File: config.mk
export PLATFORM = sky130hd
export DESIGN_NAME = clock_gate_ctrl
export DESIGN_NICKNAME = d
export VERILOG_FILES = /design/src/inc/clock_gate_pkg.sv /design/src/hw/clock_gate_ctrl.sv
export SDC_FILE = /design/constraint.sdc
export NUM_CORES = 1
export LEC_CHECK = 0
export BUFFER_PORTS_ARGS = -buffer_cell sky130_fd_sc_hd__buf_2
export CAP_MARGIN = 25
export CORE_ASPECT_RATIO = 2
export CORE_MARGIN = 5
export CORE_UTILIZATION = 43
export DETAILED_ROUTE_END_ITERATION = 6
export PLACE_DENSITY = 0.8
export REMOVE_ABC_BUFFERS = 1
export SYNTH_ARGS = -nofsm -noshare
export SYNTH_HDL_FRONTEND = slang
export SYNTH_SLANG_ARGS = --single-unit
File: constraint.sdc
create_clock -name pclk -period 1.37 [get_ports pclk]
set_input_delay 0 -clock pclk [delete_from_list [all_inputs] [get_ports pclk]]
set_output_delay 0 -clock pclk [all_outputs]
set_load 0.02 [all_outputs]
File: src/inc/clock_gate_pkg.sv
// Purpose: Shared constants for the peripheral clock gating and bus divider
// Assumes: APB slave with 32-bit data; one word per register
// Notes:   Offsets are byte addresses
package clock_gate_pkg;

    // ****************************************
    // Register offsets
    // ****************************************
    localparam logic [7:0] OFFSET_GATES      = 8'h0C;
    localparam logic [7:0] OFFSET_ID_LOW     = 8'h10;
    localparam logic [7:0] OFFSET_ID_HIGH    = 8'h14;
    localparam logic [7:0] OFFSET_BUS_DIVIDE = 8'h18;

    // ****************************************
    // Gate bit positions
    // ****************************************
    localparam int BIT_SERIAL_PERIPHERAL_SECOND = 19;
    localparam int BIT_SERIAL_PERIPHERAL_FIRST  = 18;
    localparam int BIT_TWO_WIRE                 = 17;
    localparam int BIT_DEBUG_WIRE               = 13;
    localparam int BIT_FLASH                    = 12;
    localparam int BIT_CRC                      = 10;
    localparam int BIT_FLEX_TIMER_THIRD         = 7;
    localparam int BIT_FLEX_TIMER_SECOND        = 6;
    localparam int BIT_FLEX_TIMER_FIRST         = 5;
    localparam int BIT_PERIODIC_TIMER           = 1;
    localparam int BIT_REAL_TIME_CLOCK          = 0;
    localparam int BIT_BUS_DIVIDE_SELECT        = 0;

    // ****************************************
    // Writable masks and reset values
    // ****************************************
    localparam logic [31:0] GATES_WRITE_MASK  = 32'h000E_34E3;
    localparam logic [31:0] DIVIDE_WRITE_MASK = 32'h0000_0001;
    localparam logic [31:0] GATES_RESET       = 32'h0000_3000;
    localparam logic        DIVIDE_POWER_ON   = 1'b1;

    // ****************************************
    // Clock figures
    // ****************************************
    localparam int PCLK_HZ = 20_000_000;

endpackage

File: src/hw/clock_gate_ctrl.sv
// Purpose: Peripheral clock gates, unique identifier and bus clock divider behind APB
// Assumes: Single clock pclk at 20 MHz; gated clocks leave as one-cycle enables
// Notes:   Divider select survives presetn and is reset to 1 (half rate) only by power_on_resetn
// How it works
// - Gate bit 19 stops the second serial-peripheral clock at 0, passes at 1.
// - Gate bit 18 controls the first serial-peripheral clock.
// - Gate bit 17 controls the two-wire bus controller clock.
// - Reserved bits of the gate and divider registers read zero, ignore writes.
// - Gate bit 13 controls the serial-wire debug clock.
// - Gate bit 12 controls the flash clock.
// - Gate bit 10 controls the CRC unit clock.
// - Gate bit 7 controls the third flexible timer clock.
// - Gate bit 6 controls the second flexible timer clock.
// - Gate bit 5 controls the first flexible timer clock.
// - Gate bit 1 controls the periodic interrupt timer clock.
// - Gate bit 0 controls the real-time clock module clock.
// - Offset 0x10 reads the low identifier word, read-only.
// - Offset 0x14 reads the high identifier word, read-only.
// - Divider bit 0 gives full-rate bus clock, 1 gives half rate.
// - Ordinary reset leaves the divider bit unchanged.
// - The gate register sits at offset 0x0C.
`timescale 1ns/1ps
`default_nettype none

module clock_gate_ctrl
    import clock_gate_pkg::*;
(
    input  wire logic        pclk,
    input  wire logic        presetn,
    input  wire logic        power_on_resetn,
    input  wire logic        psel,
    input  wire logic        penable,
    input  wire logic        pwrite,
    input  wire logic [7:0]  paddr,
    input  wire logic [31:0] pwdata,
    input  wire logic [3:0]  pstrb,
    output logic             pready,
    output logic [31:0]      prdata,
    output logic             pslverr,
    input  wire logic [31:0] identifier_low_bits,
    input  wire logic [31:0] identifier_high_bits,
    output logic             bus_clock_enable,
    output logic             serial_peripheral_second_clock_enable,
    output logic             serial_peripheral_first_clock_enable,
    output logic             two_wire_clock_enable,
    output logic             debug_wire_clock_enable,
    output logic             flash_clock_enable,
    output logic             crc_clock_enable,
    output logic             flex_timer_third_clock_enable,
    output logic             flex_timer_second_clock_enable,
    output logic             flex_timer_first_clock_enable,
    output logic             periodic_interrupt_timer_clock_enable,
    output logic             real_time_clock_clock_enable
);

    // ****************************************
    // Helpers
    // ****************************************

    // Byte-lane merge of a write into a register under a writable mask
    function automatic logic [31:0] merge_write(input logic [31:0] old_value,
                                                input logic [31:0] data,
                                                input logic [3:0]  strobe,
                                                input logic [31:0] mask);
        logic [31:0] lanes;
        lanes = {{8{strobe[3]}}, {8{strobe[2]}}, {8{strobe[1]}}, {8{strobe[0]}}};
        return (old_value & ~(lanes & mask)) | (data & lanes & mask);
    endfunction

    // Address decode for the read path's error flag; writes compare paddr directly
    function automatic logic is_mapped(input logic [7:0] addr);
        return (addr == OFFSET_GATES) || (addr == OFFSET_ID_LOW) ||
               (addr == OFFSET_ID_HIGH) || (addr == OFFSET_BUS_DIVIDE);
    endfunction

    // ****************************************
    // State
    // ****************************************
    logic [31:0] gates_reg;
    logic        divide_select_reg;
    logic        phase_reg;
    logic        bus_tick_next;
    logic        setup_phase;
    logic        write_strobe;

    assign setup_phase  = psel && !penable;
    assign write_strobe = psel && penable && pwrite;
    assign pready       = 1'b1;

    // ****************************************
    // Register writes
    // ****************************************

    // Gate register; reserved bits never stored
    always_ff @(posedge pclk or negedge presetn) begin
        if (!presetn) begin
            gates_reg <= GATES_RESET;
        end else if (write_strobe && paddr == OFFSET_GATES) begin
            gates_reg <= merge_write(gates_reg, pwdata, pstrb, GATES_WRITE_MASK);
        end
    end

    // Divider select; reset to 1 only by power-on reset
    always_ff @(posedge pclk or negedge power_on_resetn) begin
        if (!power_on_resetn) begin
            divide_select_reg <= DIVIDE_POWER_ON;
        end else if (write_strobe && paddr == OFFSET_BUS_DIVIDE && pstrb[0]) begin
            divide_select_reg <= pwdata[BIT_BUS_DIVIDE_SELECT];
        end
    end

    // ****************************************
    // Read path
    // ****************************************

    // Read data and error captured in the setup cycle
    always_ff @(posedge pclk or negedge presetn) begin
        if (!presetn) begin
            prdata  <= 32'h0000_0000;
            pslverr <= 1'b0;
        end else if (setup_phase) begin
            pslverr <= !is_mapped(paddr);
            unique case (paddr)
                OFFSET_GATES:      prdata <= gates_reg & GATES_WRITE_MASK;
                OFFSET_ID_LOW:     prdata <= identifier_low_bits;
                OFFSET_ID_HIGH:    prdata <= identifier_high_bits;
                OFFSET_BUS_DIVIDE: prdata <= {31'h0, divide_select_reg};
                default:           prdata <= 32'h0000_0000;
            endcase
        end
    end

    // ****************************************
    // Bus clock divider
    // ****************************************

    // Tick every cycle, or every other cycle when halved
    assign bus_tick_next = divide_select_reg ? !phase_reg : 1'b1;

    always_ff @(posedge pclk or negedge presetn) begin
        if (!presetn) begin
            phase_reg <= 1'b0;
        end else begin
            phase_reg <= divide_select_reg ? !phase_reg : 1'b0;
        end
    end

    // ****************************************
    // Peripheral gates
    // ****************************************

    // Enables registered together so a gate change lands on a whole tick
    always_ff @(posedge pclk or negedge presetn) begin
        if (!presetn) begin
            bus_clock_enable                      <= 1'b0;
            serial_peripheral_second_clock_enable <= 1'b0;
            serial_peripheral_first_clock_enable  <= 1'b0;
            two_wire_clock_enable                 <= 1'b0;
            debug_wire_clock_enable               <= 1'b0;
            flash_clock_enable                    <= 1'b0;
            crc_clock_enable                      <= 1'b0;
            flex_timer_third_clock_enable         <= 1'b0;
            flex_timer_second_clock_enable        <= 1'b0;
            flex_timer_first_clock_enable         <= 1'b0;
            periodic_interrupt_timer_clock_enable <= 1'b0;
            real_time_clock_clock_enable          <= 1'b0;
        end else begin
            bus_clock_enable                      <= bus_tick_next;
            serial_peripheral_second_clock_enable <= bus_tick_next && gates_reg[BIT_SERIAL_PERIPHERAL_SECOND];
            serial_peripheral_first_clock_enable  <= bus_tick_next && gates_reg[BIT_SERIAL_PERIPHERAL_FIRST];
            two_wire_clock_enable                 <= bus_tick_next && gates_reg[BIT_TWO_WIRE];
            debug_wire_clock_enable               <= bus_tick_next && gates_reg[BIT_DEBUG_WIRE];
            flash_clock_enable                    <= bus_tick_next && gates_reg[BIT_FLASH];
            crc_clock_enable                      <= bus_tick_next && gates_reg[BIT_CRC];
            flex_timer_third_clock_enable         <= bus_tick_next && gates_reg[BIT_FLEX_TIMER_THIRD];
            flex_timer_second_clock_enable        <= bus_tick_next && gates_reg[BIT_FLEX_TIMER_SECOND];
            flex_timer_first_clock_enable         <= bus_tick_next && gates_reg[BIT_FLEX_TIMER_FIRST];
            periodic_interrupt_timer_clock_enable <= bus_tick_next && gates_reg[BIT_PERIODIC_TIMER];
            real_time_clock_clock_enable          <= bus_tick_next && gates_reg[BIT_REAL_TIME_CLOCK];
        end
    end

    // ****************************************
    // Checks
    // ****************************************

    // Second serial-peripheral enable follows bit and tick one cycle later
    AST_SERIAL_SECOND_GATE: assert property (@(posedge pclk) disable iff (!presetn)
        serial_peripheral_second_clock_enable ==
            ($past(bus_tick_next) && $past(gates_reg[BIT_SERIAL_PERIPHERAL_SECOND])))
        else $error("second serial peripheral enable wrong");

    AST_SERIAL_FIRST_BLOCKED: assert property (@(posedge pclk) disable iff (!presetn)
        !gates_reg[BIT_SERIAL_PERIPHERAL_FIRST] ##1 !gates_reg[BIT_SERIAL_PERIPHERAL_FIRST]
        |-> !serial_peripheral_first_clock_enable)
        else $error("first serial peripheral clocked while gated");

    AST_TWO_WIRE_PASS: assert property (@(posedge pclk) disable iff (!presetn)
        (gates_reg[BIT_TWO_WIRE] && bus_tick_next) |=> two_wire_clock_enable)
        else $error("two-wire clock not passed");

    AST_RESERVED_ZERO: assert property (@(posedge pclk) disable iff (!presetn)
        (gates_reg & ~GATES_WRITE_MASK) == 32'h0000_0000)
        else $error("reserved gate bits set");

    AST_DIVIDER_READ: assert property (@(posedge pclk) disable iff (!presetn)
        (setup_phase && paddr == OFFSET_BUS_DIVIDE) |=> prdata[31:1] == 31'h0)
        else $error("divider reserved bits nonzero");

    AST_FLASH_SLAVE: assert property (@(posedge pclk) disable iff (!presetn)
        flash_clock_enable |-> bus_clock_enable)
        else $error("flash enable without bus tick");

    AST_ID_LOW_READ: assert property (@(posedge pclk) disable iff (!presetn)
        (setup_phase && paddr == OFFSET_ID_LOW) |=> prdata == $past(identifier_low_bits))
        else $error("low identifier read wrong");

    AST_ID_HIGH_READ: assert property (@(posedge pclk) disable iff (!presetn)
        (setup_phase && paddr == OFFSET_ID_HIGH) |=> prdata == $past(identifier_high_bits))
        else $error("high identifier read wrong");

    AST_HALF_RATE: assert property (@(posedge pclk) disable iff (!presetn)
        ($past(divide_select_reg) && divide_select_reg && bus_clock_enable) ##1 divide_select_reg
        |-> !bus_clock_enable)
        else $error("halved bus clock ticked twice in a row");

    AST_FULL_RATE: assert property (@(posedge pclk) disable iff (!presetn)
        !divide_select_reg |=> bus_clock_enable)
        else $error("full-rate bus clock missed a tick");

    AST_GATES_WRITE: assert property (@(posedge pclk) disable iff (!presetn)
        (write_strobe && paddr == OFFSET_GATES && pstrb == 4'hF)
        |=> gates_reg == ($past(pwdata) & GATES_WRITE_MASK))
        else $error("gate register write lost");

    AST_UNMAPPED_ERR: assert property (@(posedge pclk) disable iff (!presetn)
        (setup_phase && !is_mapped(paddr)) |=> pslverr)
        else $error("unmapped access not flagged");

    // ****************************************
    // Per-gate and divider checks
    // ****************************************

    // First serial peripheral passes on a tick
    AST_SERIAL_FIRST_PASS: assert property (@(posedge pclk) disable iff (!presetn)
        (gates_reg[BIT_SERIAL_PERIPHERAL_FIRST] && bus_tick_next) |=> serial_peripheral_first_clock_enable)
        else $error("first serial peripheral clock not passed");

    // Two-wire held off while gated
    AST_TWO_WIRE_BLOCKED: assert property (@(posedge pclk) disable iff (!presetn)
        !gates_reg[BIT_TWO_WIRE] |=> !two_wire_clock_enable)
        else $error("two-wire clocked while gated");

    // Debug wire passes on a tick
    AST_DEBUG_WIRE_PASS: assert property (@(posedge pclk) disable iff (!presetn)
        (gates_reg[BIT_DEBUG_WIRE] && bus_tick_next) |=> debug_wire_clock_enable)
        else $error("debug-wire clock not passed");

    // Debug wire held off while gated
    AST_DEBUG_WIRE_BLOCKED: assert property (@(posedge pclk) disable iff (!presetn)
        !gates_reg[BIT_DEBUG_WIRE] |=> !debug_wire_clock_enable)
        else $error("debug-wire clocked while gated");

    // Flash passes on a tick
    AST_FLASH_PASS: assert property (@(posedge pclk) disable iff (!presetn)
        (gates_reg[BIT_FLASH] && bus_tick_next) |=> flash_clock_enable)
        else $error("flash clock not passed");

    // Flash held off while gated
    AST_FLASH_BLOCKED: assert property (@(posedge pclk) disable iff (!presetn)
        !gates_reg[BIT_FLASH] |=> !flash_clock_enable)
        else $error("flash clocked while gated");

    // CRC unit passes on a tick
    AST_CRC_PASS: assert property (@(posedge pclk) disable iff (!presetn)
        (gates_reg[BIT_CRC] && bus_tick_next) |=> crc_clock_enable)
        else $error("CRC clock not passed");

    // CRC unit held off while gated
    AST_CRC_BLOCKED: assert property (@(posedge pclk) disable iff (!presetn)
        !gates_reg[BIT_CRC] |=> !crc_clock_enable)
        else $error("CRC clocked while gated");

    // Third flexible timer passes on a tick
    AST_TIMER_THIRD_PASS: assert property (@(posedge pclk) disable iff (!presetn)
        (gates_reg[BIT_FLEX_TIMER_THIRD] && bus_tick_next) |=> flex_timer_third_clock_enable)
        else $error("third timer clock not passed");

    // Third flexible timer held off while gated
    AST_TIMER_THIRD_BLOCKED: assert property (@(posedge pclk) disable iff (!presetn)
        !gates_reg[BIT_FLEX_TIMER_THIRD] |=> !flex_timer_third_clock_enable)
        else $error("third timer clocked while gated");

    // Second flexible timer passes on a tick
    AST_TIMER_SECOND_PASS: assert property (@(posedge pclk) disable iff (!presetn)
        (gates_reg[BIT_FLEX_TIMER_SECOND] && bus_tick_next) |=> flex_timer_second_clock_enable)
        else $error("second timer clock not passed");

    // Second flexible timer held off while gated
    AST_TIMER_SECOND_BLOCKED: assert property (@(posedge pclk) disable iff (!presetn)
        !gates_reg[BIT_FLEX_TIMER_SECOND] |=> !flex_timer_second_clock_enable)
        else $error("second timer clocked while gated");

    // First flexible timer passes on a tick
    AST_TIMER_FIRST_PASS: assert property (@(posedge pclk) disable iff (!presetn)
        (gates_reg[BIT_FLEX_TIMER_FIRST] && bus_tick_next) |=> flex_timer_first_clock_enable)
        else $error("first timer clock not passed");

    // First flexible timer held off while gated
    AST_TIMER_FIRST_BLOCKED: assert property (@(posedge pclk) disable iff (!presetn)
        !gates_reg[BIT_FLEX_TIMER_FIRST] |=> !flex_timer_first_clock_enable)
        else $error("first timer clocked while gated");

    // Periodic timer passes on a tick
    AST_PERIODIC_TIMER_PASS: assert property (@(posedge pclk) disable iff (!presetn)
        (gates_reg[BIT_PERIODIC_TIMER] && bus_tick_next) |=> periodic_interrupt_timer_clock_enable)
        else $error("periodic timer clock not passed");

    // Periodic timer held off while gated
    AST_PERIODIC_TIMER_BLOCKED: assert property (@(posedge pclk) disable iff (!presetn)
        !gates_reg[BIT_PERIODIC_TIMER] |=> !periodic_interrupt_timer_clock_enable)
        else $error("periodic timer clocked while gated");

    // Real-time clock passes on a tick
    AST_REAL_TIME_PASS: assert property (@(posedge pclk) disable iff (!presetn)
        (gates_reg[BIT_REAL_TIME_CLOCK] && bus_tick_next) |=> real_time_clock_clock_enable)
        else $error("real-time clock not passed");

    // Real-time clock held off while gated
    AST_REAL_TIME_BLOCKED: assert property (@(posedge pclk) disable iff (!presetn)
        !gates_reg[BIT_REAL_TIME_CLOCK] |=> !real_time_clock_clock_enable)
        else $error("real-time clocked while gated");

    // No gated enable other than flash outside a bus tick
    AST_GATES_ON_TICK: assert property (@(posedge pclk) disable iff (!presetn)
        (serial_peripheral_second_clock_enable || serial_peripheral_first_clock_enable ||
         two_wire_clock_enable || debug_wire_clock_enable || crc_clock_enable ||
         flex_timer_third_clock_enable || flex_timer_second_clock_enable ||
         flex_timer_first_clock_enable || periodic_interrupt_timer_clock_enable ||
         real_time_clock_clock_enable) |-> bus_clock_enable)
        else $error("gated clock ticked off the bus tick");

    // Divider select survives the ordinary reset
    AST_DIVIDE_KEPT: assert property (@(posedge pclk) disable iff (!power_on_resetn)
        (presetn && !write_strobe) ##1 !presetn
        |-> divide_select_reg == $past(divide_select_reg))
        else $error("divider select lost in reset");

    // Divider write lands
    AST_DIVIDE_WRITE: assert property (@(posedge pclk) disable iff (!power_on_resetn)
        (write_strobe && paddr == OFFSET_BUS_DIVIDE && pstrb[0])
        |=> divide_select_reg == $past(pwdata[BIT_BUS_DIVIDE_SELECT]))
        else $error("divider write lost");

    // Divider bit read back
    AST_DIVIDER_READ_BIT: assert property (@(posedge pclk) disable iff (!presetn)
        (setup_phase && paddr == OFFSET_BUS_DIVIDE) |=> prdata[0] == $past(divide_select_reg))
        else $error("divider bit read wrong");

    // Gate register read back
    AST_GATES_READ: assert property (@(posedge pclk) disable iff (!presetn)
        (setup_phase && paddr == OFFSET_GATES) |=> prdata == $past(gates_reg))
        else $error("gate register read wrong");

    COV_HALF_RATE: cover property (@(posedge pclk) disable iff (!presetn)
        divide_select_reg && bus_clock_enable ##1 !bus_clock_enable);
    COV_GATE_ON: cover property (@(posedge pclk) disable iff (!presetn)
        !gates_reg[BIT_CRC] ##1 gates_reg[BIT_CRC] ##[1:2] crc_clock_enable);
    COV_ID_READ: cover property (@(posedge pclk) disable iff (!presetn)
        setup_phase && paddr == OFFSET_ID_HIGH);
    COV_UNMAPPED: cover property (@(posedge pclk) disable iff (!presetn)
        psel && penable && pslverr);
    COV_RESET_KEEPS_DIVIDER: cover property (@(posedge pclk)
        !presetn ##1 presetn && !divide_select_reg);

endmodule

`default_nettype wire

# --- Word level (Yosys, flattened, before mapping) ---
# Index checks and enable logic that the tools add are counted.
totals:
  ff_bits: 79
  input_bits: 114
  output_inout_bits: 46
  wordCells: 51
op_classes:
  n_eq_ne: 4
  mux: 3
  bitwise_logic: 4
  n_reduce_logical: 23
op_table:
  columns: ["operator", "n"]
  rows:
  - ["case mux 32 bit (4 select lines)", 1]
  - ["bitwise AND 32 bit", 1]
  - ["inverter 20 -> 32 bit", 1]
  - ["OR 32 x 20 -> 32 bit", 1]
  - ["equality test 8 x 5 -> 1 bit, second input constant", 3]
  - ["bitwise AND 20 bit", 1]
  - ["logical AND 1 bit", 17]
  - ["equality test 8 x 4 -> 1 bit, second input constant", 1]
  - ["zero test 1 bit", 3]
  - ["logical OR 1 bit", 3]
  - ["two-way mux 1 bit", 2]

# --- Longest topological paths before layout ---
# Gate-level depths: netlist of run 1.
logic_depth:
  word_depth: 5
  ltp_mapped: 7
  ltp_nobuf: 4

# --- Worst setup path after synthesis of run 1 ---
# OpenSTA, ideal clock, no wires.
synth_timing:
  path_kind: "input -> register"
  from: "input port paddr[3]"
  to: "register prdata[12]"
  arrival_time_ns: 0.944
  setup_slack_ns: 0.307
  cell_stages: 7
  n_path_buf: 3
  path_cell_list: "buf_2 > and3b_1 > buf_6 > buf_6 > a22oi_1 > o21ai_1 > a21o_1"
synth_between:
  elab_chain_len: 2
  word_cells_on_any_way: 5
  cone_classes: "eq/ne: 4; mux: 1"
synth_rtl:
  columns: ["item", "line_no", "text"]
  rows:
  - ["start, declared", "clock_gate_ctrl.sv:34", "input wire logic [7:0] paddr,"]
  - ["equality test 8 x 5 -> 1 bit / equality test 8 x 4 -> 1 bit (equally long branches)", "clock_gate_ctrl.sv:123", "unique case (paddr)"]
  - ["case mux 32 bit (4 select lines) (*)", "clock_gate_ctrl.sv:123", null]
  - ["end signal, assigned", "clock_gate_ctrl.sv:124", "OFFSET_GATES: prdata <= gates_reg & GATES_WRITE_MASK;"]
  - ["end signal, assigned", "clock_gate_ctrl.sv:125", "OFFSET_ID_LOW: prdata <= identifier_low_bits;"]
  - ["end signal, assigned", "clock_gate_ctrl.sv:126", "OFFSET_ID_HIGH: prdata <= identifier_high_bits;"]
  - ["end, declared", "clock_gate_ctrl.sv:38", "output logic [31:0] prdata,"]
# Mark *: on every way between the ends. The rest lies on a longest branch, timed or not.
# A chain may end at the register's enable or synchronous reset.

# --- Worst setup path after layout of run 1 ---
layout_timing:
  from: "input port identifier_low_bits[22]"
  to: "register prdata[22]"
layout_between:
  elab_chain_len: 1
layout_rtl:
  columns: ["item", "line_no", "text"]
  rows:
  - ["start, declared", "clock_gate_ctrl.sv:40", "input wire logic [31:0] identifier_low_bits,"]
  - ["case mux 32 bit (4 select lines)", "clock_gate_ctrl.sv:123", null]
# Every way passes these cells.

==> reports/summary.log, run 1 <==
qor: routing.routed_wirelength 8.71 mm
qor: setup_path.reg_to_reg_slack_setup 0.20 ns
qor: pwr.worst_ir_drop_vdd 0.000844 V
qor: floorplanning.initial_standard_cell_utilization_of_the_core 43.9%
qor: clock_network.cts.sink_count 58
qor: pwr.finalPower 4.26 mW
qor: hold_path.hold_path.startpoint identifier_high_bits[15]
qor: timing.worst_slew_margin_rel 63.5%
qor: timing.rsz0062_at_grt no
qor: synthesis.ys_top_cells_by_area dfrtp_1 53%, mux2i_1 8.0%, mux2_2 5.6%
qor: clock_network.post_cts.resized_instances 0
qor: timing.fin_setup_tns 0 ns
qor: setup_path.worst_setup_path_start_kind input port
qor: synthesis.synth.avg_cell_area 11.3 µm²
qor: setup_path.crit_path_max_fanout 1
qor: routing.wl_per_cell 17.7 µm
qor: synthesis.synth.yosys.seq_area_share 55.7%
qor: floorplanning.total_number_of_placement_rows 40
qor: hold_path.hold_path_end prdata[15]
qor: synthesis.yosys.area.top_type dfrtp_1
qor: floorplanning.fp.dieArea 7830 µm²
qor: routing.postRouteAntennaNets 0
qor: timing.finalCritPeriodShare 98.2%
qor: layout.drive_gt1_share 43.0%
qor: flow_run.drv_cap 0
qor: setup_path.crit_required 1.55 ns
qor: clock_network.cts-buffers-inserted 9
qor: setup_path.worstReg2RegEnd flex_timer_third_clock_enable
qor: layout.finish.cell_count_without_fillers 493
qor: synthesis.synth_edf_count 0
qor: layout.design_area 4150 µm²
qor: placement.placement.io_buffers 136
qor: status.status finished clean
qor: timing.time_the_worst_path_needs_with_i_o_delays_and_setup 1.35 ns
qor: routing.drc_violation_total_after_the_first_tritonroute_iteration 95
qor: clock_network.cts.htree.levels 3
qor: floorplanning.fp.coreArea 5960 µm²
qor: synthesis.ys_async_sr_fraction 100%
qor: synthesis.synth-main-ff-cell dfrtp_1
qor: global_route.globalRoute.totalOverflow 0
qor: clock_network.clock_network_latency_to_the_later_pin_of_the_worst_skew_pair 0.31 ns
qor: layout.fill_cells 428
qor: clock_network.tritoncts yes
qor: layout.area.growth.synth_to_final 58.9%
qor: timing.final_critical_path_setup_slack 0.0249 ns
qor: synthesis.ys_seq_elements 58
qor: global_route.grt_pass1_vias 2770
qor: routing.firstDrtPassIters 5
qor: hold_path.timing.hold.worst.class in -> reg
qor: placement.postPlaceCellArea 3380 µm²
qor: synthesis.netlist_area 2610 µm²
qor: synthesis.synth_commonest_cells 55 x dfrtp_1, 35 x nand2_1, 24 x o21ai_0
qor: floorplanning.floorplan.io_pins 160
qor: timing.worst_clock_skew 0.00341 ns
qor: timing.worstMarginPinSlew 0.547 ns
qor: setup_path.kind_of_end_point_of_the_critical_path flop
qor: setup_path.crit_arrival 1.52 ns
qor: pwr.leakagePower 2.32 nW
qor: routing.routed-via-count 2540
qor: clock_network.cts.reportedPaths.clkPinSlew 0.05 ns
qor: synthesis.synth_cell_types 33
qor: global_route.antenna_found_initial 0
qor: layout.nNetsFinal 539
qor: global_route.grtUsageTotal 22.9%
qor: placement.dp.final_hpwl 5.94 mm
qor: floorplanning.die_w 65.1 µm
qor: clock_network.clock_tree.buffer_depth 2
qor: timing.timing.final.setup_violations 0
qor: placement.dp_slack 0.109 ns
qor: setup_path.number_of_cells_on_the_worst_reg_to_reg_path 2
qor: timing.fin_worst_hold_slack 0.00535 ns
qor: synthesis.synthMostInstantiatedCell dfrtp_1
qor: hold_path.hold-path-cell-count 3
qor: timing.finalHoldViolCount 0
qor: setup_path.critical_path_class in -> reg
qor: pwr.power_per_cell_area 1030 nW/µm²
qor: routing.count_of_unresolved_drc_violations_after_routing 0
qor: routing.avgViaCountPerCell 5.15
qor: layout.utilization 69.7%
qor: placement.dp_cells 428
qor: synthesis.ys.warnings.count 0
qor: global_route.grt_pass1_wl 13.5 mm
qor: layout.antennaDiodeCount 0
qor: timing.timing_max_transition_violations_final 0
qor: floorplanning.die_height 120 µm
qor: placement.globalplace.congestion 0.802
qor: synthesis.synth_top_cell_area_share 52.7%
qor: setup_path.crit_reg_reg_startpoint divide_select_reg
qor: global_route.largest_net_degree_at_the_start_of_global_routing 26
qor: synthesis.synthesis.instances 231
qor: timing.clock.fmax 743 MHz
qor: clock_network.cts_root_buf clkbuf_16
## worst max path at each step
stage                                  from          to  slack [ns]  depth (start not counted)
floorplan                              psel  prdata[10]        0.11                          4
global placement                   paddr[2]        flop        0.15                          5
detailed placement                 paddr[4]        flop        0.11                          5
CTS                                paddr[2]  prdata[16]        0.14                          5
global route        identifier_low_bits[22]  prdata[22]       0.002                          5
finish              identifier_low_bits[22]  prdata[22]        0.02                          5
## metal layers
layer	up-vias	part of all wire [%]	wire length, µm	track usage, %
met5	-	0	0	0
met4	0	3.7	326	11.7
met3	26	5.5	475	4.74
met2	105	56	4890	42.1
met1	1215	35	3020	23.6
li1	1194	-	-	-
## layout make-up
class                      count  area [µm²]  share of cell area (%)
sequential                    58        1460                    35.0
clock inverter                 2        10.0                   0.241
multi-input combinational    158        1070                    25.8
inverter                       1        3.75                  0.0904
tap                           63        78.8                    1.90
clock buffer                  14         274                    6.60
timing repair buffer         197        1260                    30.4
## repair_timing
action / in CTS / in global routing
setup buffers: 0 / 0
hold buffers: 49 / 0
hold endpoints to repair: 59 / 0
## worst max-delay path, stage by stage
cell	delay, ns
dlygate4sd3_1	0.55
buf_2	0.12
mux2i_1	0.17
dlygate4sd3_1	0.59
o21ai_0	0.10
## where the power goes
part | leakage [nW] | total (mW) | internal [mW] | switching [mW]
registers | 0.788 | 1.73 | 1.73 | 0.00592
clock network | 0.143 | 2.05 | 1.36 | 0.693
logic | 1.39 | 0.474 | 0.264 | 0.209
## cells by family (layout without fill, tap and decap cells)
group,after synthesis,in the layout,synth area share (%)
AO/OA/AOI/OAI,56,56,12.9
buffers and inverters,15,214,3.35
flip-flops,58,58,55.7
multiplexers,34,34,13.6
other,1,1,0.143
AND/OR/NAND/NOR,67,67,14.3
## cells in the final DEF, fill, tap and decap left out, drive strengths merged, types with 10 or more instances in the layout
cell and count:
dfrtp 55, and2 12, dlygate4sd3 49, nand2 35, a22oi 10, mux2i 21
buf 148, mux2 13, a21o 10, o21ai 33, clkbuf 14
No activity file was read; power rests on OpenSTA's default activity.
==> run 2, diff against run 1 <==
Settings changed: ABC_AREA set to 1, CORE_UTILIZATION 43 to 45, PLACE_DENSITY 0.8 to 0.81, SETUP_SLACK_MARGIN set to 0.5.
==> reports/summary.log, run 2 <==
qor: layout.finish.cell_count_without_fillers 713 [was 493]
qor: clock_network.cts-buffers-inserted 9 [unchanged]
qor: layout.final_common_cell nand2_1 [was buf_2]
qor: routing.count_of_unresolved_drc_violations_after_routing 0 [unchanged]
qor: setup_path.worstReg2RegEnd real_time_clock_clock_enable [was flex_timer_third_clock_enable]
qor: clock_network.clock_network_latency_to_the_later_pin_of_the_worst_skew_pair 0.33 ns [was 0.31 ns]
qor: floorplanning.initial_standard_cell_utilization_of_the_core 46.2% [was 43.9%]
qor: hold_path.timing.hold.worst.class in -> reg [unchanged]
qor: setup_path.kind_of_end_point_of_the_critical_path flop [unchanged]
qor: routing.avgViaCountPerCell 5.02 [was 5.15]
qor: synthesis.synth_commonest_cells 187 x nand2_1, 55 x dfrtp_1, 36 x nand3_1 [was 55 x dfrtp_1, 35 x nand2_1, 24 x o21ai_0]
qor: setup_path.cp-endpoint real_time_clock_clock_enable [was prdata[22]]
qor: layout.area.growth.synth_to_final 75.8% [was 58.9%]
qor: global_route.globalRoute.totalOverflow 0 [unchanged]
qor: floorplanning.fp.dieArea 8290 µm² [was 7830 µm²]
qor: floorplanning.fp.coreArea 6310 µm² [was 5960 µm²]
qor: layout.drive_gt1_share 37.7% [was 43.0%]
qor: layout.most_frequent_cells_in_the_layout 185 x nand2_1, 99 x buf_2, 67 x dlygate4sd3_1 [was 136 x buf_2, 55 x dfrtp_1, 49 x dlygate4sd3_1]
qor: global_route.grt_pass1_wl 16.3 mm [was 13.5 mm]
qor: routing.routed-via-count 3579 [was 2540]
qor: synthesis.ys_seq_elements 58 [unchanged]
qor: setup_path.reg_to_reg_slack_setup 0.41 ns [was 0.20 ns]
qor: setup_path.crit_reg_reg_startpoint divide_select_reg [unchanged]
qor: synthesis.synth_edf_count 0 [unchanged]
qor: hold_path.hold_path.startpoint identifier_low_bits[5] [was identifier_high_bits[15]]
qor: pwr.leakagePower 2.85 nW [was 2.32 nW]
qor: setup_path.timing.critical_path.from divide_select_reg [was identifier_low_bits[22]]
qor: clock_network.cts.sink_count 58 [unchanged]
qor: synthesis.synth.yosys.seq_area_share 49.9% [was 55.7%]
qor: placement.postPlaceCellArea 3680 µm² [was 3380 µm²]
qor: layout.multi_input_area 1270 µm² [was 1070 µm²]
qor: routing.routed_wirelength 12.3 mm [was 8.71 mm]
qor: setup_path.crit_required 1.58 ns [was 1.55 ns]
qor: synthesis.synth_top_cell_area_share 47.2% [was 52.7%]
qor: layout.fill_cells 390 [was 428]
qor: placement.placement.io_buffers 136 [unchanged]
qor: clock_network.tritoncts yes [unchanged]
qor: timing.worst_clock_skew 0.00673 ns [was 0.00341 ns]
qor: placement.dp_cells 603 [was 428]
qor: timing.fin_worst_hold_slack 0.0165 ns [was 0.00535 ns]
qor: setup_path.number_of_cells_on_the_worst_reg_to_reg_path 3 [was 2]
qor: setup_path.critical-path-slowest-cell dfstp_2 [was dlygate4sd3_1]
qor: synthesis.ys.warnings.count 0 [unchanged]
qor: floorplanning.die_w 66.9 µm [was 65.1 µm]
qor: timing.finalHoldViolCount 0 [unchanged]
qor: synthesis.ys_top_cells_by_area dfrtp_1 47%, nand2_1 24%, nand3_1 6.2% [was dfrtp_1 53%, mux2i_1 8.0%, mux2_2 5.6%]
qor: timing.clock.fmax 1040 MHz [was 743 MHz]
qor: setup_path.worst_setup_path_start_kind flop [was input port]
qor: synthesis.yosys.area.top_type dfrtp_1 [unchanged]
qor: timing.timing.final.setup_violations 0 [unchanged]
qor: setup_path.critical_path.cell_chain nand2_4, clkinvlp_4, nor2_1 [was dlygate4sd3_1, buf_2, mux2i_1, dlygate4sd3_1, o21ai_0]
qor: floorplanning.floorplan.io_pins 160 [unchanged]
qor: timing.rsz0062_at_grt yes [was no]
qor: timing.timing_max_transition_violations_final 0 [unchanged]
qor: routing.drc_violation_total_after_the_first_tritonroute_iteration 361 [was 95]
qor: floorplanning.total_number_of_placement_rows 41 [was 40]
qor: pwr.worst_ir_drop_vdd 0.000783 V [was 0.000844 V]
qor: setup_path.crit_path_max_fanout 6 [was 1]
qor: synthesis.ys_async_sr_fraction 100% [unchanged]
qor: timing.finalCritPeriodShare 70.2% [was 98.2%]
qor: clock_network.cts_root_buf clkbuf_16 [unchanged]
qor: synthesis.synth_cell_types 22 [was 33]
qor: pwr.switching_fraction 23.3% [was 21.3%]
qor: flow_run.drv_cap 0 [unchanged]
qor: status.status finished clean [unchanged]
qor: timing.time_the_worst_path_needs_with_i_o_delays_and_setup 0.962 ns [was 1.35 ns]
qor: synthesis.netlist_area 2920 µm² [was 2610 µm²]
qor: pwr.power_frac_comb 13.3% [was 11.1%]
qor: routing.postRouteAntennaNets 0 [unchanged]
qor: layout.design_area 5130 µm² [was 4150 µm²]
qor: pwr.power_per_cell_area 869 nW/µm² [was 1030 nW/µm²]
qor: timing.fin_setup_tns 0 ns [unchanged]
qor: clock_network.clock_tree.buffer_depth 2 [unchanged]
qor: pwr.switching_power 1.04 mW [was 0.908 mW]
qor: pwr.power.share.clock 46.9% [was 48.2%]
qor: routing.wl_per_cell 17.3 µm [was 17.7 µm]
qor: floorplanning.die_height 124 µm [was 120 µm]
qor: synthesis.synth.avg_cell_area 7.60 µm² [was 11.3 µm²]
qor: global_route.largest_net_degree_at_the_start_of_global_routing 37 [was 26]
qor: layout.regArea 1460 µm² [unchanged]
qor: routing.firstDrtPassIters 5 [unchanged]
qor: layout.nNetsFinal 735 [was 539]
qor: global_route.grt_pass1_vias 3536 [was 2770]
qor: placement.globalplace.congestion 0.879 [was 0.802]
qor: clock_network.cts.htree.levels 3 [unchanged]
qor: pwr.p_int 3.42 mW [was 3.35 mW]
qor: global_route.antenna_found_initial 0 [unchanged]
qor: clock_network.cts.reportedPaths.clkPinSlew 0.05 ns [about the same]
qor: setup_path.crit_arrival 1.17 ns [was 1.52 ns]
qor: setup_path.critical-path-max-stage-delay 0.56 ns [was 0.59 ns]
qor: synthesis.synthesis.instances 384 [was 231]
qor: global_route.grtUsageTotal 26.8% [was 22.9%]
qor: placement.dp.final_hpwl 6.30 mm [was 5.94 mm]
qor: setup_path.critical_path_class reg -> reg [was in -> reg]
qor: pwr.power.sequential.fraction 39.7% [was 40.7%]
qor: synthesis.synthMostInstantiatedCell nand2_1 [was dfrtp_1]
qor: synthesis.synth-main-ff-cell dfrtp_1 [unchanged]
run 2: kinds of logic (layout without fill, tap and decap cells):
group,Yosys count,after routing,share of synthesized area [%]
buffers and inverters,46,286,8.07
other,1,2,0.129
AO/OA/AOI/OAI,7,7,1.20
flip-flops,58,58,49.9
AND/OR/NAND/NOR,272,274,40.7
run 2: metrics by stage:
stage / util (%) / total power [mW] / setup WS (ns)
after floorplan: - / 1.92 / -0.203
after global placement: 58.3 / 2.16 / 0.219
after detailed placement: 58.3 / 2.17 / 0.178
after CTS: 76.5 / 4.45 / 0.410
after global routing: 81.2 / 4.61 / 0.358
final: 81.3 / 4.45 / 0.408
run 2: layout make-up:
class / instances / share of cell area [%]
clock buffers: 14 / 5.34
inverters: 31 / 2.39
repair inverters: 1 / 0.146
diodes: 1 / 0.0488
multi-input cells: 282 / 24.8
repair buffers: 238 / 36.6
flip-flops and latches: 58 / 28.4
clock inverters: 2 / 0.195
well taps: 86 / 2.10
run 2: power by group through the flow:
| stage | combinational, mW | clock [mW] | sequential, mW |
|---|---|---|---|
| 6_report | 0.594 | 2.09 | 1.77 |
| 3_5_place_dp | 0.381 | 0 | 1.79 |
| 4_1_cts | 0.551 | 2.13 | 1.77 |
| 2_1_floorplan | 0.0919 | 0 | 1.82 |
| 5_1_grt | 0.638 | 2.20 | 1.77 |
| 3_3_place_gp | 0.372 | 0 | 1.79 |
run 2: layer usage:
| metal | vias up | routed length (µm) | global-route usage (%) |
|---|---|---|---|
| li1 | 1641 | - | - |
| met1 | 1638 | 3890 | 25.5 |
| met2 | 221 | 6650 | 48.1 |
| met3 | 79 | 835 | 6.95 |
| met4 | 0 | 939 | 18.9 |
| met5 | - | 0 | 0 |
run 2: timing repair:
item,4_1_cts,5_1_grt
gates cloned,1,3
hold buffers,67,0
pin swaps,1,11
hold endpoints to repair,101,0
setup buffers,6,16
gates resized for setup,47,45
endpoints found under the setup margin,35,83
run 2: worst min path at each step:
stage	to	slack [ns]	cells past startpoint
6_report	prdata[5]	0.02	5
3_5_place_dp	divide_select_reg	-0.06	1
4_1_cts	prdata[5]	0.006	5
2_1_floorplan	async pin	-0.30	0
5_1_grt	prdata[5]	0.05	5
3_3_place_gp	divide_select_reg	-0.06	1
run 2: critical path, delay by kind of cell (launching register included):
kind / cells / cell delay, ns
flip-flops: 1 / 0.56
AND/OR/NAND/NOR: 2 / 0.15
buffers and inverters: 1 / 0.14
==> run 3, diff against run 2 <==
Settings changed: CORE_UTILIZATION 45 to 40, PLACE_DENSITY 0.81 to 0.76.
Clock period 1.37 ns to 0.8 ns, I/O delays scaled along.
==> reports/summary.log, run 3 (synthesis gave the netlist of run 2 again) <==
qor: pwr.power_per_cell_area 1440 nW/µm² [was 869 nW/µm²]
qor: global_route.globalRoute.totalOverflow 0 [unchanged]
qor: floorplanning.die_w 70.4 µm [was 66.9 µm]
qor: layout.drive_gt1_share 54.5% [was 37.7%]
qor: pwr.power_frac_comb 12.8% [was 13.3%]
qor: timing.finalCritPeriodShare 123% [was 70.2%]
qor: routing.wl_met2 6.13 mm [was 6.65 mm]
qor: setup_path.crit_required 1.01 ns [was 1.58 ns]
qor: floorplanning.total_number_of_placement_rows 44 [was 41]
qor: timing.finalHoldViolCount 81 [was 0]
qor: timing.rsz0062_at_grt yes [unchanged]
qor: timing.time_the_worst_path_needs_with_i_o_delays_and_setup 0.981 ns [was 0.962 ns]
qor: setup_path.kind_of_end_point_of_the_critical_path flop [unchanged]
qor: floorplanning.floorplan.io_pins 160 [unchanged]
qor: timing.final_critical_path_setup_slack -0.181 ns [was 0.408 ns]
qor: status.violations_in_the_final_reports negative hold slack, negative setup slack
qor: setup_path.reg_to_reg_slack_setup -0.18 ns [was 0.41 ns]
qor: layout.fill_cells 556 [was 390]
qor: global_route.grtUsageTotal 21.6% [was 26.8%]
qor: routing.avgViaCountPerCell 4.84 [was 5.02]
qor: setup_path.worst_setup_path_start_kind flop [unchanged]
qor: floorplanning.die_height 131 µm [was 124 µm]
qor: routing.routed-via-count 3280 [was 3579]
qor: clock_network.cts.reportedPaths.clkPinSlew 0.05 ns [about the same]
qor: hold_path.timing.hold.worst.class in -> async [was in -> reg]
qor: routing.postRouteAntennaNets 0 [unchanged]
qor: timing.fin_worst_hold_slack -0.321 ns [was 0.0165 ns]
qor: layout.most_frequent_cells_in_the_layout 150 x nand2_1, 83 x buf_2, 78 x buf_6 [was 185 x nand2_1, 99 x buf_2, 67 x dlygate4sd3_1]
qor: clock_network.tritoncts yes [unchanged]
qor: routing.routed_wirelength 10.6 mm [was 12.3 mm]
qor: layout.antennaDiodeCount 0 [was 1]
qor: layout.utilization 71.6% [was 81.3%]
qor: clock_network.clock_tree.buffer_depth 2 [unchanged]
qor: pwr.worst_ir_drop_vdd 0.00117 V [was 0.000783 V]
qor: clock_network.cts_root_buf clkbuf_16 [unchanged]
qor: pwr.power.sequential.fraction 40.7% [was 39.7%]
qor: flow_run.drv_cap 0 [unchanged]
qor: floorplanning.initial_standard_cell_utilization_of_the_core 40.4% [was 46.2%]
qor: routing.count_of_unresolved_drc_violations_after_routing 0 [unchanged]
qor: setup_path.critical_path_class reg -> reg [unchanged]
qor: global_route.largest_net_degree_at_the_start_of_global_routing 58 [was 37]
qor: timing.clock.fmax 1020 MHz [was 1040 MHz]
qor: layout.nNetsFinal 694 [was 735]
qor: global_route.antenna_found_initial 0 [unchanged]
qor: clock_network.cts_hold_buffers 1 [was 67]
qor: clock_network.clock_network_latency_to_the_later_pin_of_the_worst_skew_pair 0.32 ns [was 0.33 ns]
qor: pwr.power.share.clock 46.6% [was 46.9%]
qor: placement.placement.io_buffers 136 [unchanged]
qor: timing.timing.final.setup_violations 63 [was 0]
qor: placement.dp.final_hpwl 6.56 mm [was 6.30 mm]
qor: layout.final_common_cell nand2_1 [unchanged]
qor: clock_network.cts.sink_count 58 [unchanged]
qor: routing.drc_violation_total_after_the_first_tritonroute_iteration 142 [was 361]
qor: global_route.grt_pass1_vias 3377 [was 3536]
qor: clock_network.cts.htree.levels 3 [unchanged]
qor: placement.globalplace.congestion 0.852 [was 0.879]
qor: floorplanning.fp.coreArea 7210 µm² [was 6310 µm²]
qor: routing.dr_wl_met3 547 µm [was 835 µm]
qor: routing.firstDrtPassIters 4 [was 5]
qor: status.status finished with violations [was finished clean]
qor: layout.finish.cell_count_without_fillers 677 [was 713]
qor: global_route.grt_pass1_wl 15.2 mm [was 16.3 mm]
qor: routing.dr.max_layer_used met4 [unchanged]
qor: pwr.leakagePower 2.88 nW [was 2.85 nW]
qor: placement.dp_cells 624 [was 603]
qor: clock_network.cts-buffers-inserted 9 [unchanged]
qor: layout.area.growth.synth_to_final 77.1% [was 75.8%]
qor: pwr.switching_fraction 23.4% [was 23.3%]
qor: setup_path.crit_path_max_fanout 7 [was 6]
qor: timing.fin_setup_tns -4.13 ns [was 0 ns]
qor: floorplanning.fp.dieArea 9200 µm² [was 8290 µm²]
qor: timing.timing_max_transition_violations_final 0 [unchanged]
qor: timing.worst_clock_skew 0.00640 ns [was 0.00673 ns]
qor: pwr.p_int 5.71 mW [was 3.42 mW]
qor: routing.wl_per_cell 15.7 µm [was 17.3 µm]
qor: pwr.switching_power 1.74 mW [was 1.04 mW]
qor: setup_path.crit_arrival 1.19 ns [was 1.17 ns]
qor: routing.route.layer.met1.wl 3.46 mm [was 3.89 mm]
-- run 3: critical path, stage by stage (launching register included) --
cell,delay [ns]
dfstp_2,0.54
nand2_2,0.06
inv_2,0.09
buf_12,0.13
nor2_1,0.05
-- run 3: final timing paths --
check / cells past startpoint / endpoint / start
setup / recovery: 4 / serial_peripheral_first_clock_enable / divide_select_reg
hold / removal: 2 / prdata[30] / presetn
setup reg to reg: 4 / serial_peripheral_first_clock_enable / divide_select_reg
hold reg to reg: 1 / phase_reg / phase_reg
max in group asynchronous: 2 / divide_select_reg / power_on_resetn
min in group pclk: 3 / flop / pwdata[1]
-- run 3: what timing repair did --
action	CTS	global route
setup endpoints to repair	103	103
pin swaps	57	58
resized for setup	155	73
hold endpoints to repair	92	73
gates cloned	5	0
setup buffers	18	13
-- run 3: metal layers --
layer,vias to the layer above,track usage (%)
met5,-,0
met4,0,13.3
met3,38,4.06
met2,154,42.4
met1,1534,19.8
li1,1554,-
-- run 3: stage by stage --
stage          worst slack, ns  power, mW  hold slack (ns)  cell area [µm²]
2_1_floorplan           -0.773       3.28           -0.296             2800
3_3_place_gp            -0.277       3.78          -0.0626             3850
5_1_grt                 -0.210       7.73           -0.299             5170
6_report                -0.181       7.46           -0.321             5170
3_5_place_dp            -0.274       3.78          -0.0606             3850
4_1_cts                 -0.150       7.45           -0.318             4830
-- run 3: power groups by stage --
stage               clock network (mW)  logic [mW]  registers [mW]
floorplan                            0       0.157            3.12
global placement                     0       0.713            3.06
detailed placement                   0       0.722            3.06
CTS                               3.54       0.879            3.03
global route                      3.68        1.02            3.03
finish                            3.47       0.951            3.03
-- run 3: final cells by class --
cell class	count	area (µm²)	share of cell area, %
Timing Repair Buffer	200	1700	32.9
Multi-Input combinational cell	280	1490	28.8
Sequential cell	58	1460	28.2
Clock buffer	16	272	5.26
Inverter	31	138	2.66
Tap cell	92	115	2.23
